===== config.mk =====
export PLATFORM = sky130hd
export DESIGN_NAME = sru_status_unit
export DESIGN_NICKNAME = d
export VERILOG_FILES = /design/src/rtl/sru_pkg.sv /design/src/rtl/sru_status_unit.sv
export SDC_FILE = /design/constraint.sdc
export NUM_CORES = 1
export LEC_CHECK = 0
export ABC_AREA = 1
export ABC_CLOCK_PERIOD_IN_PS = 5600
export BUFFER_PORTS_ARGS = -buffer_cell sky130_fd_sc_hd__clkbuf_2
export CAP_MARGIN = 15
export CORE_ASPECT_RATIO = 1.2
export CORE_MARGIN = 4
export CORE_UTILIZATION = 63
export CTS_CLUSTER_DIAMETER = 60
export DETAILED_ROUTE_END_ITERATION = 12
export PLACE_DENSITY = 0.92
export SYNTH_ARGS = -nofsm -noshare
export SYNTH_HDL_FRONTEND = slang
export SYNTH_SLANG_ARGS = --single-unit

===== constraint.sdc =====
create_clock -name mclk -period 5.6 [get_ports mclk]
set_input_delay 0.56 -clock mclk [delete_from_list [all_inputs] [get_ports mclk]]
set_output_delay 0.56 -clock mclk [all_outputs]
set_load 0.02 [all_outputs]

===== src/rtl/sru_pkg.sv =====
// constants of the status reporting unit: bit positions, commands, reset values
package sru_pkg;
  // standard event bit positions
  localparam int STD_OPC_BIT = 0;
  localparam int STD_QYE_BIT = 2;
  localparam int STD_DDE_BIT = 3;
  localparam int STD_EXE_BIT = 4;
  localparam int STD_CME_BIT = 5;
  localparam int STD_PON_BIT = 7;
  localparam logic [7:0] STD_VALID = 8'hBD;
  // questionable data bit positions
  localparam int QUES_VOLT_BIT = 0;
  localparam int QUES_CURR_BIT = 1;
  localparam int QUES_OHMS_BIT = 9;
  localparam int QUES_LOLIM_BIT = 11;
  localparam int QUES_HILIM_BIT = 12;
  localparam logic [15:0] QUES_VALID = 16'h1A03;
  // status byte bit positions
  localparam int STB_QUES_BIT = 3;
  localparam int STB_MAV_BIT = 4;
  localparam int STB_STD_BIT = 5;
  localparam int STB_RQS_BIT = 6;
  // reset values
  localparam logic [7:0] STD_RESET = 8'h80;
  localparam logic [15:0] QUES_RESET = 16'h0000;
  localparam logic [7:0] ESE_RESET = 8'h00;
  localparam logic [15:0] QMASK_RESET = 16'h0000;
  localparam logic [7:0] SRE_CLEAR = 8'h00;
  // error queue
  localparam int ERR_DEPTH = 20;
  localparam int ERR_CHARS = 80;
  localparam int ERR_WIDTH = 16;
  localparam logic [15:0] ERR_NONE = 16'h0000;
  // host command codes
  typedef enum logic [3:0] {
    SRU_OP_ESR_Q   = 4'h0,
    SRU_OP_QEVT_Q  = 4'h1,
    SRU_OP_ESE_W   = 4'h2,
    SRU_OP_ESE_Q   = 4'h3,
    SRU_OP_QENA_W  = 4'h4,
    SRU_OP_QENA_Q  = 4'h5,
    SRU_OP_SRE_W   = 4'h6,
    SRU_OP_SRE_Q   = 4'h7,
    SRU_OP_STB_Q   = 4'h8,
    SRU_OP_CLS     = 4'h9,
    SRU_OP_PRESET  = 4'hA,
    SRU_OP_RST     = 4'hB,
    SRU_OP_DCL     = 4'hC,
    SRU_OP_ERR_Q   = 4'hD
  } sru_op_t;
endpackage


===== src/rtl/sru_status_unit.sv =====
// status reporting unit: event latches, masks, status byte, service request, error queue
`timescale 1ns/100ps
module sru_status_unit #(
  parameter int ERR_DEPTH = sru_pkg::ERR_DEPTH,
  parameter int ERR_WIDTH = sru_pkg::ERR_WIDTH
) (
  input  wire logic                 mclk,
  input  wire logic                 sys_rst,
  input  wire logic [7:0]           stdEvtIn,
  input  wire logic [15:0]          quesEvtIn,
  input  wire logic                 outBufNotEmpty,
  input  wire logic                 pscFlag,
  input  wire logic                 errPush,
  input  wire logic [ERR_WIDTH-1:0] errCode,
  input  wire logic                 cmdValid,
  input  wire logic [3:0]           cmdOp,
  input  wire logic [15:0]          cmdData,
  input  wire logic                 serialPoll,
  output logic                      rspValid,
  output logic [15:0]               rspData,
  output logic                      spollValid,
  output logic [7:0]                spollData,
  output logic                      srqLine,
  output logic                      errFull
);
  localparam int PW = $clog2(ERR_DEPTH);
  // the request bit never feeds its own cause nor the service mask
  localparam logic [7:0] RQS_ONLY = 8'(1 << sru_pkg::STB_RQS_BIT);

  // parameters the queue logic cannot serve
  if (ERR_DEPTH < 2 || ERR_WIDTH < 1 || ERR_WIDTH > 16) begin : g_badParam
    $error("sru_status_unit: unsupported queue parameters");
  end

  logic [7:0]           stdReg, stdNext;
  logic [15:0]          quesReg, quesNext;
  logic [7:0]           eseReg, eseNext;
  logic [15:0]          qmaskReg, qmaskNext;
  logic [7:0]           sreReg, sreNext;
  logic                 rqsReg, rqsNext;
  logic                 svcPrevReg, svcPrevNext;
  logic                 rspValidNext, spollValidNext, srqNext;
  logic [15:0]          rspDataNext;
  logic [7:0]           spollDataNext;
  logic [ERR_WIDTH-1:0] errMem [ERR_DEPTH];
  logic [PW-1:0]        wrPtrReg, wrPtrNext, rdPtrReg, rdPtrNext;
  logic [PW:0]          cntReg, cntNext;
  logic                 errFullNext;
  logic                 quesSum, stdSum, svcAny, doPush, doPop;
  logic [7:0]           stbByte;
  logic                 isCmd [16];

  // one-hot decode of the host command
  for (genvar i = 0; i < 16; i++) begin : g_dec
    assign isCmd[i] = cmdValid && (cmdOp == 4'(i));
  end

  // summaries from current contents, so mask edits act at once
  assign quesSum = |(quesReg & qmaskReg);
  assign stdSum  = |(stdReg & eseReg);
  // status byte assembly, unused bits stay zero
  always_comb begin
    stbByte = 8'h00;
    stbByte[sru_pkg::STB_QUES_BIT] = quesSum;
    stbByte[sru_pkg::STB_MAV_BIT]  = outBufNotEmpty;
    stbByte[sru_pkg::STB_STD_BIT]  = stdSum;
    stbByte[sru_pkg::STB_RQS_BIT]  = rqsReg;
  end
  // only summaries enabled in the service mask can request service
  assign svcAny = |(stbByte & sreReg & ~RQS_ONLY);

  // next state of event latches and masks
  always_comb begin
    // latch new conditions on their defined bits only
    stdNext  = stdReg | (stdEvtIn & sru_pkg::STD_VALID);
    quesNext = quesReg | (quesEvtIn & sru_pkg::QUES_VALID);
    // a read or clear-status empties the latch, arrivals this cycle survive
    if (isCmd[sru_pkg::SRU_OP_ESR_Q] || isCmd[sru_pkg::SRU_OP_CLS]) begin
      stdNext = stdEvtIn & sru_pkg::STD_VALID;
    end
    if (isCmd[sru_pkg::SRU_OP_QEVT_Q] || isCmd[sru_pkg::SRU_OP_CLS]) begin
      quesNext = quesEvtIn & sru_pkg::QUES_VALID;
    end
    // reset and device clear fall through without touching the latches
    // outside reset, masks change only on their own writes, and the questionable mask also on preset
    eseNext   = isCmd[sru_pkg::SRU_OP_ESE_W] ? (cmdData[7:0] & sru_pkg::STD_VALID) : eseReg;
    qmaskNext = isCmd[sru_pkg::SRU_OP_QENA_W] ? (cmdData & sru_pkg::QUES_VALID) : qmaskReg;
    if (isCmd[sru_pkg::SRU_OP_PRESET]) begin
      qmaskNext = sru_pkg::QMASK_RESET;
    end
    // writing zero clears; power-up clears only with the flag set
    sreNext = sreReg;
    if (isCmd[sru_pkg::SRU_OP_SRE_W] && !sys_rst) begin
      sreNext = cmdData[7:0] & ~RQS_ONLY;
    end
    if (sys_rst && pscFlag) begin
      sreNext = sru_pkg::SRE_CLEAR;
    end
  end

  // registers of latches and masks; the service mask survives reset unless flagged
  always_ff @(posedge mclk) begin
    sreReg <= sreNext;
    if (sys_rst) begin
      stdReg   <= sru_pkg::STD_RESET;
      quesReg  <= sru_pkg::QUES_RESET;
      eseReg   <= sru_pkg::ESE_RESET;
      qmaskReg <= sru_pkg::QMASK_RESET;
    end else begin
      stdReg   <= stdNext;
      quesReg  <= quesNext;
      eseReg   <= eseNext;
      qmaskReg <= qmaskNext;
    end
  end

  // request service and poll next state
  always_comb begin
    svcPrevNext = svcAny;
    rqsNext = rqsReg;
    // a poll clears only the request bit
    if (serialPoll) begin
      rqsNext = 1'b0;
    end
    // cleared also when its cause goes away, e.g. the event register was read
    if (!svcAny) begin
      rqsNext = 1'b0;
    end
    // a new enabled summary raises the request; set wins over a poll
    if (svcAny && !svcPrevReg) begin
      rqsNext = 1'b1;
    end
    srqNext = rqsNext;
    spollValidNext = serialPoll;
    spollDataNext  = serialPoll ? stbByte : spollData;
  end

  // registers of request service and poll answer
  always_ff @(posedge mclk) begin
    if (sys_rst) begin
      rqsReg     <= 1'b0;
      svcPrevReg <= 1'b0;
      srqLine    <= 1'b0;
      spollValid <= 1'b0;
      spollData  <= 8'h00;
    end else begin
      rqsReg     <= rqsNext;
      svcPrevReg <= svcPrevNext;
      srqLine    <= srqNext;
      spollValid <= spollValidNext;
      spollData  <= spollDataNext;
    end
  end

  // error queue pointers; a push into a full queue is dropped
  always_comb begin
    doPush    = errPush && (cntReg != ERR_DEPTH[PW:0]);
    doPop     = isCmd[sru_pkg::SRU_OP_ERR_Q] && (cntReg != '0);
    wrPtrNext = doPush ? ((wrPtrReg == PW'(ERR_DEPTH - 1)) ? '0 : wrPtrReg + 1'b1) : wrPtrReg;
    rdPtrNext = doPop ? ((rdPtrReg == PW'(ERR_DEPTH - 1)) ? '0 : rdPtrReg + 1'b1) : rdPtrReg;
    cntNext   = cntReg + {{PW{1'b0}}, doPush} - {{PW{1'b0}}, doPop};
    errFullNext = (cntNext == ERR_DEPTH[PW:0]);
  end

  // queue storage and pointers; the message text itself lives elsewhere
  always_ff @(posedge mclk) begin
    if (doPush) begin
      errMem[wrPtrReg] <= errCode;
    end
    if (sys_rst) begin
      wrPtrReg <= '0;
      rdPtrReg <= '0;
      cntReg   <= '0;
      errFull  <= 1'b0;
    end else begin
      wrPtrReg <= wrPtrNext;
      rdPtrReg <= rdPtrNext;
      cntReg   <= cntNext;
      errFull  <= errFullNext;
    end
  end

  // query answers: one word, the weighted sum of the bits or the oldest error code, one cycle later
  always_comb begin
    rspValidNext = 1'b0;
    rspDataNext  = 16'h0000;
    if (cmdValid) begin
      unique case (cmdOp)
        // value before the clear is returned
        sru_pkg::SRU_OP_ESR_Q:  begin rspValidNext = 1'b1; rspDataNext = {8'h00, stdReg}; end
        sru_pkg::SRU_OP_QEVT_Q: begin rspValidNext = 1'b1; rspDataNext = quesReg; end
        sru_pkg::SRU_OP_ESE_Q:  begin rspValidNext = 1'b1; rspDataNext = {8'h00, eseReg}; end
        sru_pkg::SRU_OP_QENA_Q: begin rspValidNext = 1'b1; rspDataNext = qmaskReg; end
        sru_pkg::SRU_OP_SRE_Q:  begin rspValidNext = 1'b1; rspDataNext = {8'h00, sreReg}; end
        sru_pkg::SRU_OP_STB_Q:  begin rspValidNext = 1'b1; rspDataNext = {8'h00, stbByte}; end
        sru_pkg::SRU_OP_ERR_Q: begin
          rspValidNext = 1'b1;
          rspDataNext  = (cntReg != '0) ? 16'(errMem[rdPtrReg]) : sru_pkg::ERR_NONE;
        end
        default: ;
      endcase
    end
  end

  // response register
  always_ff @(posedge mclk) begin
    if (sys_rst) begin
      rspValid <= 1'b0;
      rspData  <= 16'h0000;
    end else begin
      rspValid <= rspValidNext;
      rspData  <= rspDataNext;
    end
  end
endmodule // sru_status_unit


==> metrics.md, run 1 <==
| Metric | Value |
|---|---|
| Status | finished, final reports clean |
| Antenna diode count | 0 |
| # DRC | 0 |
| Final setup margin | 2.12 ns |
| Postcts setup bufs | 0 |
| CP endpoint kind | flip-flop |
| GRT Overall Usage | 0.277 |
| Fillcell total | 1,542 |
| Post-synthesis compound-gate area fraction | 0.0682 |
| Adder-cell area share of the yosys netlist | 0.0119 |
| Uppermost routed layer | met5 |
| Vias in the first global route | 11,591 |
| Routed Wire Length | 40.3 mm |
| Non-filler instance count after layout | 1,988 |
| Initial Util | 0.642 |
| Period utilization | 0.621 |
| HPWL after DPL | 22.9 mm |
| Die ar. | 28,800 um2 |
| Hold Fails Final Rpt | 0 |
| Worst vdd ir | 0.232 mV |
| Core Box Area | 25,600 um2 |
| Crit path DAT | 3.92 ns |
| Row count | 64 |
| RD Place Congestion | 0.873 |
| Setup Crit Path Kind | reg -> reg |
| Area after DPL | 17,100 um2 |
| Largest net degree at the start of global routing | 105 |
| DR vias/cell | 6.02 |
| CTS Buf Count | 37 |
| Register area | 11,100 um2 |
| Via Count | 11,968 |
| WHS | 0.254 ns |
| PD cells | 334 nW/um2 |
| Post_cts resized | 0 |
| Final min period | 3.48 ns |
| Hold Buf Count CTS | 0 |
| Die X | 155 um |
| Slew Limit Fails | 0 |
| Final instance area | 18,200 um2 |
| CTS root buf | clkbuf_16 |
| Syn Inst Count | 1,569 |
| Gr ovfl total | 0 |
| Area Growth Syn to Fin | 10.8% |
| Clk_lat worst skew | 0.52 ns |
| Number of distinct library cells after synthesis | 35 |
| Worst Tran Pin Value | 1.18 ns |
| Mux cell area share after synthesis | 0 |
| Top fanout value on the critical path | 12 |
| Sum of negative setup slack | 0 ns |
| IO Pins | 95 |
| Fin Clk Skew | 0.0170 ns |
| Final core utilization | 0.711 |
| Synth Register Bits | 395 |
| CP Launch Type | flip-flop |
| M1 WL | 13.8 mm |
| Post-synthesis xor/xnor area fraction | 0.00320 |
| Die H | 185 um |
| Setup Viol. Count Final | 0 |
| Ys Warns | 0 |
| Hold Path Class | in -> reg |
| Total power draw | 6.08 mW |
| Unrepaired setup endpoints after global routing | false |
| Clk slew on worst S/H paths | 0.06 ns |
| Drt first pass iters | 8 |
| Max_cap viols | 0 |
| Required time worst endpoint | 6.05 ns |
| Share of cells above drive strength 1 | 0.110 |
| Simple-Gate Fraction of Synth Area | 0.174 |
| Nets | 1,713 |
| Fmax | 288 MHz |
| Metal2 WL | 20.1 mm |
| Met3 wire length | 4.30 mm |
| 1st-iter DRT viols | 1,753 |
| Dpl ws | 1.94 ns |
| Avg Cell Area, Syn | 10.5 um2 |
| First-pass GRT wire length | 61.8 mm |
| H-tree levels | 2 |
| Leakage | 7.17 nW |
| Drt wl/cell | 20.3 um |
| Initial antenna violation count | 1 |
| Clk sink count | 395 |
| Final antenna-violating net count | 0 |
| Worst R2R Setup Slack | 2.12 ns |
| DP Cell Count | 1,921 |
| CTS tree | built |
| Largest family of logic cells by synthesized area | simple AND/OR/NAND/NOR gates |
| Slew headroom | 0.214 |
| Area of the multi-input gates | 4270 um2 |
| I/O Buffers | 71 |
| CTS max path bufs | 3 |
| Cell area after synthesis | 16,400 um2 |
| Post-synthesis sequential area ratio | 0.676 |
==> where the power goes <==
part | switching, mW | internal [mW]
Sequential | 0.0323 | 3.23
Clock | 1.03 | 1.33
Combinational | 0.310 | 0.150
==> cells in the final DEF (no fill, tap or decap), drive strengths merged <==
| cell | instances |
|---|---|
| edfxtp | 320 |
| nand2 | 320 |
| inv | 203 |
| nand3 | 172 |
| nor2 | 150 |
| clkbuf | 123 |
| o21ai | 86 |
| dfxtp | 75 |
| a21oi | 52 |
| o211ai | 37 |
| buf | 23 |
| or2 | 21 |
| nor3 | 14 |
| ha | 14 |
| clkinv | 9 |
| o22ai | 6 |
| xor2 | 5 |
| a31oi | 5 |
| a211oi | 4 |
| conb | 4 |
| nand4 | 3 |
| a221oi | 2 |
| clkinvlp | 2 |
| a211o | 1 |
| a21boi | 1 |
| xnor2 | 1 |
| and2 | 1 |
| o211a | 1 |
| a32o | 1 |
| fa | 1 |
| bufinv | 1 |
==> cells in the mapped netlist (all sizes together) <==
master,count,share of area
a211o,1,0.00053
a211oi,4,0.0018
a21boi,1,0.00046
a21oi,52,0.016
a221oi,2,0.0011
a31oi,5,0.0019
a32o,1,0.00061
and2,1,0.00038
buf,41,0.014
clkbuf,33,0.0075
conb,1,0.00023
dfxtp,75,0.091
edfxtp,320,0.58
fa,1,0.0012
ha,14,0.011
inv,201,0.046
nand2,320,0.073
nand3,172,0.052
nand4,3,0.0011
nor2,150,0.034
nor3,14,0.0043
o211a,1,0.00061
o211ai,37,0.017
o21ai,86,0.026
o22ai,6,0.0023
or2,21,0.0080
xnor2,1,0.00053
xor2,5,0.0027
==> final cells by class <==
class / instances / area share
sequential: 395 / 0.610
clock buffer: 52 / 0.0562
timing repair buffer: 94 / 0.0294
tap: 330 / 0.0227
inverter: 201 / 0.0415
clock inverter: 14 / 0.00584
multi-input combinational: 902 / 0.234
==> sequential cells by signal, summed over array words and instances (netlist names), named ones only <==
name        flops
errMem        320
rspData        16
sreReg          7
cntReg          6
eseReg          6
stdReg          6
qmaskReg        5
quesReg         5
rdPtrReg        5
wrPtrReg        5
spollData       4
errFull         1
rqsReg          1
rspValid        1
spollValid      1
svcPrevReg      1
==> worst max-delay path, cell delays in order (launching register included) <==
cell and delay (ns):
dfxtp_1 0.33, inv_1 0.06, ha_1 0.20, nand2_1 0.07, nor3_1 0.05, nor2_2 0.58
nand2_2 0.25, inv_2 0.18, ha_1 0.25, inv_1 0.06, ha_1 0.16, inv_1 0.06
fa_1 0.43, o21ai_0 0.24, o21ai_0 0.12, a21oi_1 0.18, nand3_1 0.10, nor2_1 0.10
==> final timing paths <==
path,start,end,depth (start not counted)
setup reg to reg,cntReg[4],errFull,17
hold reg to reg,sreReg[1],sreReg[1],2
setup / recovery,cntReg[4],errFull,17
hold / removal,quesEvtIn[9],quesReg[9],3
==> routing by layer <==
layer	vias up	global-route usage
met2	833	0.480
met4	2	0.137
li1	5389	-
met5	-	0
met1	5569	0.333
met3	175	0.0540
==> cell families after synthesis <==
kind of cell,after synthesis
AND/OR/NAND/NOR,681
flip-flops,395
buffers and inverters,275
AO/OA/AOI/OAI,196
adder cells (fa/ha/maj),15
XOR/XNOR,6
other,1
Note: power is estimated with default switching activity, not from simulation.
==> inputs of run 2 (changes only) <==
==> config.mk (replaced) <==
export PLATFORM = sky130hd
export DESIGN_NAME = sru_status_unit
export DESIGN_NICKNAME = d
export VERILOG_FILES = /design/src/rtl/sru_pkg.sv /design/src/rtl/sru_status_unit.sv
export SDC_FILE = /design/constraint.sdc
export NUM_CORES = 1
export LEC_CHECK = 0
export ABC_AREA = 0
export ABC_CLOCK_PERIOD_IN_PS = 3070
export BUFFER_PORTS_ARGS = -buffer_cell sky130_fd_sc_hd__clkbuf_2
export CAP_MARGIN = 15
export CORE_ASPECT_RATIO = 1.2
export CORE_MARGIN = 4
export CORE_UTILIZATION = 55
export CTS_CLUSTER_DIAMETER = 60
export DETAILED_ROUTE_END_ITERATION = 12
export PLACE_DENSITY = 0.86
export SYNTH_ARGS = -nofsm -noshare
export SYNTH_HDL_FRONTEND = slang
export SYNTH_SLANG_ARGS = --single-unit
==> constraint.sdc (replaced) <==
create_clock -name mclk -period 3.07 [get_ports mclk]
set_input_delay 0.307 -clock mclk [delete_from_list [all_inputs] [get_ports mclk]]
set_output_delay 0.307 -clock mclk [all_outputs]
set_load 0.02 [all_outputs]
==> run 2 against run 1 <==
Compared with the run above:
- non-clock buffer count increased by 31
- clock power increased by 93%
- via count decreased by 24%
- setup slack got worse by 1.9 ns
- critical path depth decreased by 2
- wire length decreased by 11%
- cell area decreased by 1.4%
- power increased by 84%
- utilization decreased by 7.2 points
- critical endpoint unchanged
- largest power group unchanged
==> metrics.md, run 2 <==
| Metric | Value |
|---|---|
| Status | finished, final reports clean |
| Crit path DAT | 3.24 ns (-0.68 ns) |
| HPWL after DPL | 21.6 mm (-5.6%) |
| Met1 usage in global routing | 0.301 (-0.0326) |
| Non-filler instance count after layout | 1,458 (-27%) |
| First-pass GRT wire length | 55.0 mm (-11%) |
| Worst Tran Pin Value | 0.949 ns (-0.228 ns) |
| Delay-heaviest family, CP | adder cells |
| Post-synthesis xor/xnor area fraction | 0.00278 (-0.000421) |
| Clk slew on worst S/H paths | 0.06 ns (about the same) |
| Mux cell area share after synthesis | 0.145 (+0.145) |
| Area after DPL | 16,700 um2 (-2.4%) |
| Clk sink count | 395 (unchanged) |
| Largest family of logic cells by synthesized area | multiplexers |
| Area of the multi-input gates | 4300 um2 (+0.65%) |
| Area leader, netlist | edfxtp_1 |
| Critical path's slowest cell | fa_1 |
| Ys Warns | 0 (unchanged) |
| Via Count | 9,038 (-24%) |
| Synth async-reset ratio | 0 (unchanged) |
| Stages on worst setup path | 15 (-2) |
| Clk_lat worst skew | 0.53 ns (about the same) |
| Routed Wire Length | 35.9 mm (-11%) |
| Slew headroom | 0.366 (+0.152) |
| Worst R2R Setup Slack | 0.24 ns (-1.88 ns) |
| Sum of negative setup slack | 0 ns (unchanged) |
| CP endpoint kind | flip-flop |
| Max_cap viols | 0 (unchanged) |
| Top FF cell, synth | edfxtp_1 |
| Row count | 67 (+4.7%) |
| Final antenna-violating net count | 0 (unchanged) |
| Drt wl/cell | 24.6 um (+21%) |
| Required time worst endpoint | 3.48 ns (-2.57 ns) |
| Share of cells above drive strength 1 | 0.253 (+0.143) |
| Final setup margin | 0.245 ns (-1.88 ns) |
| Hold path depth | 3 (unchanged) |
| WP buf/inv | 4 (unchanged) |
| Crit-path max cell delay | 0.42 ns (-0.16 ns) |
| DP Cell Count | 1,384 (-28%) |
| Syn Inst Count | 937 (-40%) |
| Initial antenna violation count | 0 (-1) |
| Number of distinct library cells after synthesis | 63 (+80%) |
| Avg Cell Area, Syn | 16.8 um2 (+61%) |
| Period utilization | 0.920 (+0.300) |
| Synth top area cells | edfxtp_1 61%, dfxtp_1 9.5%, mux4_2 9.0% |
| Commonest non-fill, non-tap cells in the layout | 320 x edfxtp_1, 72 x clkbuf_2, 71 x dfxtp_1, 70 x nor2_1, 66 x mux2i_1 |
| Most frequent CP cell | inv_1 |
| Largest net degree at the start of global routing | 45 (-57%) |
| Nets | 1,133 (-34%) |
| Top fanout value on the critical path | 4 (-8) |
| Final instance area | 18,000 um2 (-1.4%) |
| GR peak layer | met2 |
| Antenna diode count | 0 (unchanged) |
| Final min period | 2.83 ns (-0.651 ns) |
| GRT Overall Usage | 0.228 (-0.0495) |
| Post-synth top cells | 320 x edfxtp_1, 80 x nor2_1, 75 x dfxtp_1 |
| Initial Util | 0.562 (-0.0798) |
| Register-to-Register Path Depth | 15 (-2) |
| Leakage | 6.07 nW (-15%) |
| Largest registers | errMem: 320 flops, rspData: 16 flops, sreReg: 7 flops |
| Unrepaired setup endpoints after global routing | false |
| Slew Limit Fails | 0 (unchanged) |
| CP cell instances | inv_1 > ha_2 > nand2_2 > o31a_1 > inv_2 > ha_1 > inv_1 > ha_1 > inv_1 > fa_1 > nand2b_1 > a21oi_2 > nor2_1 > xor2_1 > and3b_1 |
| DR vias/cell | 6.20 (+3.0%) |
| I/O Buffers | 71 (unchanged) |
| Max reg flops | 320 (unchanged) |
| CP Launch Type | flip-flop |
| Drt first pass iters | 5 (-3) |
| Hold Path Class | in -> reg |
| Worst vdd ir | 0.398 mV (+72%) |
| Post-synth EDFFs | 320 (unchanged) |
| Commonest non-fill, non-tap cell in the layout | edfxtp_1 |
| Fmax | 354 MHz (+23%) |
| Register area | 11,100 um2 (about the same) |
| CTS Buf Count | 36 (-2.7%) |
| Gr ovfl total | 0 (unchanged) |
| Die ar. | 31,500 um2 (+9.4%) |
| Area Growth Syn to Fin | 13.8% |
| CTS root buf | clkbuf_16 |
| IO Pins | 95 (unchanged) |
| Vias in the first global route | 9,276 (-20%) |
| Simple-Gate Fraction of Synth Area | 0.0615 (-0.112) |
| Setup Crit Path Kind | reg -> reg |
| 1st-iter DRT viols | 1,244 (-29%) |
| Core Box Area | 28,100 um2 (+9.6%) |
| RD Place Congestion | 0.877 (+0.44%) |
| Grt met2 use | 0.382 (-0.0977) |
| Synth Register Bits | 395 (unchanged) |
| PD cells | 623 nW/um2 (+87%) |
| Die X | 163 um (+4.6%) |
| CTS max path bufs | 3 (unchanged) |
| Cell area after synthesis | 15,800 um2 (-4.0%) |
| Die H | 194 um (+4.6%) |
| Fillcell total | 1,813 (+18%) |
| Dpl ws | 0.154 ns (-1.79 ns) |
| Adder-cell area share of the yosys netlist | 0.0124 (+0.000499) |
| Grt met3 use | 0.0383 (-0.0157) |
| Post-synthesis compound-gate area fraction | 0.0477 (-0.0205) |
| Most numerous cell in the Yosys netlist | edfxtp_1 |
| Fin Clk Skew | 0.0200 ns (+0.00299 ns) |
| Most flop-heavy register | errMem |
| Setup Viol. Count Final | 0 (unchanged) |
| Post-synthesis sequential area ratio | 0.704 (+0.0284) |
| Synth top area share | 0.609 (+0.0246) |
| H-tree levels | 2 (unchanged) |
| CTS tree | built |
| Hold Fails Final Rpt | 0 (unchanged) |
| # DRC | 0 (unchanged) |
| WHS | 0.0234 ns (-0.230 ns) |
run 2: layout make-up:
class	instances	share of cell area
multi-input cells	472	0.239
well taps	379	0.0264
clock inverters	19	0.0116
inverters	21	0.00439
flip-flops and latches	395	0.619
clock buffers	47	0.0554
repair buffers	125	0.0438
run 2: cells by family after synthesis:
| logic type | after synthesis |
|---|---|
| AO/OA/AOI/OAI | 113 |
| buffers and inverters | 73 |
| adder cells (fa/ha/maj) | 15 |
| AND/OR/NAND/NOR | 196 |
| multiplexers | 139 |
| other | 1 |
| XOR/XNOR | 5 |
| flip-flops | 395 |
run 2: worst paths after layout:
check,start,endpoint
setup reg to reg,cntReg[3],errFull
hold reg to reg,svcPrevReg,rqsReg
hold / removal,stdEvtIn[0],stdReg[0]
setup / recovery,cntReg[3],errFull
run 2: report_power, final:
part	internal [mW]	switching, mW	leakage [nW]
logic	0.292	0.417	1.99
clock network	2.64	1.92	0.581
registers	5.87	0.0486	3.50
total	8.80	2.39	6.07
run 2: metrics by stage:
stage | util | power, mW
3_5_place_dp | 0.594 | 6.71
4_1_cts | 0.638 | 11.2
6_report | 0.639 | 11.2
5_1_grt | 0.639 | 11.5
3_3_place_gp | 0.594 | 6.67
2_1_floorplan | - | 6.49
run 2: worst min-delay path, delay by kind of cell:
family	cells	cell delay (ns)
AND/OR/NAND/NOR	1	0.07
AO/OA/AOI/OAI	1	0.04
buffers and inverters	1	0.09
run 2: what timing repair did:
item	in CTS	in global routing
buffers inserted	0	3
gates resized for setup	0	5
hold buffers	5	0
setup endpoints to repair	0	2
endpoints found under the hold margin	5	0
run 2: routing by layer:
metal	wire, um	share of wire	vias to the layer above
met1	13400	0.37	4553
met3	2960	0.082	102
li1	-	-	3868
met2	18400	0.51	515
met5	0	0	-
met4	1160	0.032	0
==> inputs of run 3 (changes only) <==
--- a/config.mk
+++ b/config.mk
@@ -9,7 +9,6 @@
 export ABC_CLOCK_PERIOD_IN_PS = 3070
 export BUFFER_PORTS_ARGS = -buffer_cell sky130_fd_sc_hd__clkbuf_2
 export CAP_MARGIN = 15
-export CORE_ASPECT_RATIO = 1.2
 export CORE_MARGIN = 4
 export CORE_UTILIZATION = 55
 export CTS_CLUSTER_DIAMETER = 60
==> run 3 against run 2 <==
Compared with the run above:
- wire length is 1.5% higher
- fmax decreased by 1.2%
- non-clock buffer count down 1
- critical path type unchanged
==> metrics.md, run 3 (synthesis results as in run 2) <==
| Metric | Value |
|---|---|
| Status | finished, final reports clean |
| Period utilization | 0.931 (+0.0113) |
| Commonest non-fill, non-tap cell in the layout | edfxtp_1 |
| Drt wl/cell | 24.9 um (+1.0%) |
| Worst Tran Pin Value | 0.720 ns (-0.230 ns) |
| CP Launch Type | flip-flop |
| Slew Limit Fails | 0 (unchanged) |
| Crit path DAT | 3.29 ns (+0.05 ns) |
| Commonest non-fill, non-tap cells in the layout | 320 x edfxtp_1, 71 x clkbuf_2, 70 x dfxtp_1, 66 x mux2i_1, 63 x mux4_2 |
| IO Pins | 95 (unchanged) |
| I/O Buffers | 71 (unchanged) |
| Clk slew on worst S/H paths | 0.06 ns (about the same) |
| Largest registers | errMem: 320 flops, rspData: 16 flops, sreReg: 7 flops |
| CTS root buf | clkbuf_16 |
| Initial Util | 0.563 (+0.00146) |
| Gr ovfl total | 0 (unchanged) |
| Routed Wire Length | 36.4 mm (+1.5%) |
| Largest net degree at the start of global routing | 35 (-22%) |
| Die X | 177 um (+9.1%) |
| Required time worst endpoint | 3.50 ns (+0.02 ns) |
| Hold Fails Final Rpt | 0 (unchanged) |
| Top fanout value on the critical path | 4 (unchanged) |
| Setup Viol. Count Final | 0 (unchanged) |
| Core Box Area | 28,000 um2 (-0.26%) |
| Share of cells above drive strength 1 | 0.260 (+0.00666) |
| HPWL after DPL | 21.5 mm (-0.40%) |
| DR vias/cell | 6.16 (-0.69%) |
| Initial antenna violation count | 3 (+3) |
| Non-filler instance count after layout | 1,465 (+0.48%) |
| H-tree levels | 2 (unchanged) |
| Final min period | 2.86 ns (+0.0346 ns) |
| Final antenna-violating net count | 0 (unchanged) |
| Min-Delay Startpoint | quesEvtIn[9] |
| Vias in the first global route | 9,275 (-0.011%) |
| Sum of negative setup slack | 0 ns (unchanged) |
| Fillcell total | 1,844 (+1.7%) |
| Area of the multi-input gates | 4310 um2 (+0.38%) |
| PD cells | 627 nW/um2 (+0.62%) |
| Fmax | 350 MHz (-1.2%) |
| RD Place Congestion | 0.858 (-2.1%) |
| DP Cell Count | 1,382 (-0.14%) |
| Final core utilization | 0.647 (+0.00728) |
| CTS Buf Count | 41 (+14%) |
| Register area | 11,100 um2 (about the same) |
| Clk_lat worst skew | 0.55 ns (+0.02 ns) |
| Die H | 177 um (-8.4%) |
| CP endpoint kind | flip-flop |
| Setup Crit Path Kind | reg -> reg |
| Total power draw | 11.4 mW (+1.5%) |
| Worst R2R Setup Slack | 0.21 ns (-0.03 ns) |
| CTS tree | built |
| Slew headroom | 0.520 (+0.154) |
| Via Count | 9,019 (-0.21%) |
| Nets | 1,137 (+0.35%) |
| Max reg flops | 320 (unchanged) |
| Worst vdd ir | 0.452 mV (+14%) |
| Leakage | 6.13 nW (+1.0%) |
| Fin Clk Skew | 0.0182 ns (-0.00184 ns) |
| # DRC | 0 (unchanged) |
| GRT Overall Usage | 0.235 (+0.00721) |
| Clk sink count | 395 (unchanged) |
| CTS max path bufs | 3 (unchanged) |
| Most flop-heavy register | errMem |
| Row count | 61 (-9.0%) |
| Register-to-Register Path Depth | 15 (unchanged) |
| Die ar. | 31,500 um2 (about the same) |
| Reg2reg start | cntReg[3] |
| First-pass GRT wire length | 55.5 mm (+0.89%) |
| 1st-iter DRT viols | 1,174 (-5.6%) |
| Max_cap viols | 0 (unchanged) |
| Area Growth Syn to Fin | 14.8% |
| Hold Path Class | in -> reg |
| Hold path depth | 3 (unchanged) |
| Critical R2R Capture | errFull |
| Hold Path Sink | quesReg[9] |
| Drt first pass iters | 8 (+3) |
-- run 3: changes by cell type in the layout (fill, tap and decap cells not counted), moves of 3 or more --
cell / before / now
nor2_2: 10 / 19
clkinvlp_4: 4 / 0
buf_12: 1 / 6
nor2_1: 70 / 61
buf_4: 48 / 42
clkinv_2: 5 / 8
clkbuf_1: 6 / 11
clkbuf_16: 37 / 42
bufinv_16: 4 / 1
-- run 3: area by class of cell --
class                           instances  share of cell area
Clock inverter                         17             0.00767
Sequential cell                       395               0.614
Multi-Input combinational cell        472               0.238
Clock buffer                           57              0.0633
Timing Repair Buffer                  124              0.0464
Tap cell                              378              0.0261
Inverter                               21             0.00435
Antenna cell                            1            0.000138
-- run 3: worst max path at each step --
stage          startpoint       to  cells after the start
3_3_place_gp    cntReg[3]  errFull                     15
5_1_grt         cntReg[3]  errFull                     15
2_1_floorplan   cntReg[2]  errFull                     15
3_5_place_dp    cntReg[3]  errFull                     15
4_1_cts         cntReg[3]  errFull                     15
6_report        cntReg[3]  errFull                     15
-- run 3: per-layer routing --
metal  vias up  global-route usage  wire (um)
met5         -                   0         13
met4         2              0.0819       1060
met3        84              0.0548       3760
met2       545               0.388      17800
met1      4494               0.310      13700
li1       3894                   -          -
-- run 3: through the flow --
step	hold slack [ns]	worst slack, ns	cell area, um2
after global placement	0.397	0.203	16700
final	0.0291	0.210	18100
after floorplan	0.393	0.301	15800
after CTS	0.00672	0.0844	18100
after global routing	0.0375	-0.00220	18100
after detailed placement	0.411	0.116	16700
-- run 3: repair_timing --
action | 4_1_cts | 5_1_grt
resized for setup | 0 | 3
endpoints found under the setup margin | 0 | 2
hold endpoints to repair | 5 | 0
hold buffers | 5 | 0
setup buffers | 0 | 3
-- run 3: worst max-delay path, cell delays in order, from the launching register on --
cell,delay [ns]
dfxtp_1,0.32
inv_1,0.08
ha_2,0.21
nand2_1,0.10
o31a_1,0.31
inv_1,0.12
ha_1,0.25
inv_1,0.06
ha_1,0.17
inv_1,0.07
fa_2,0.37
nand2b_1,0.15
a21oi_1,0.14
nor2_1,0.06
xor2_1,0.15
and3b_1,0.20
-- run 3: where the power goes --
part / internal [mW] / switching (mW)
Clock: 2.72 / 2.02
Combinational: 0.286 / 0.412
Sequential: 5.87 / 0.0504
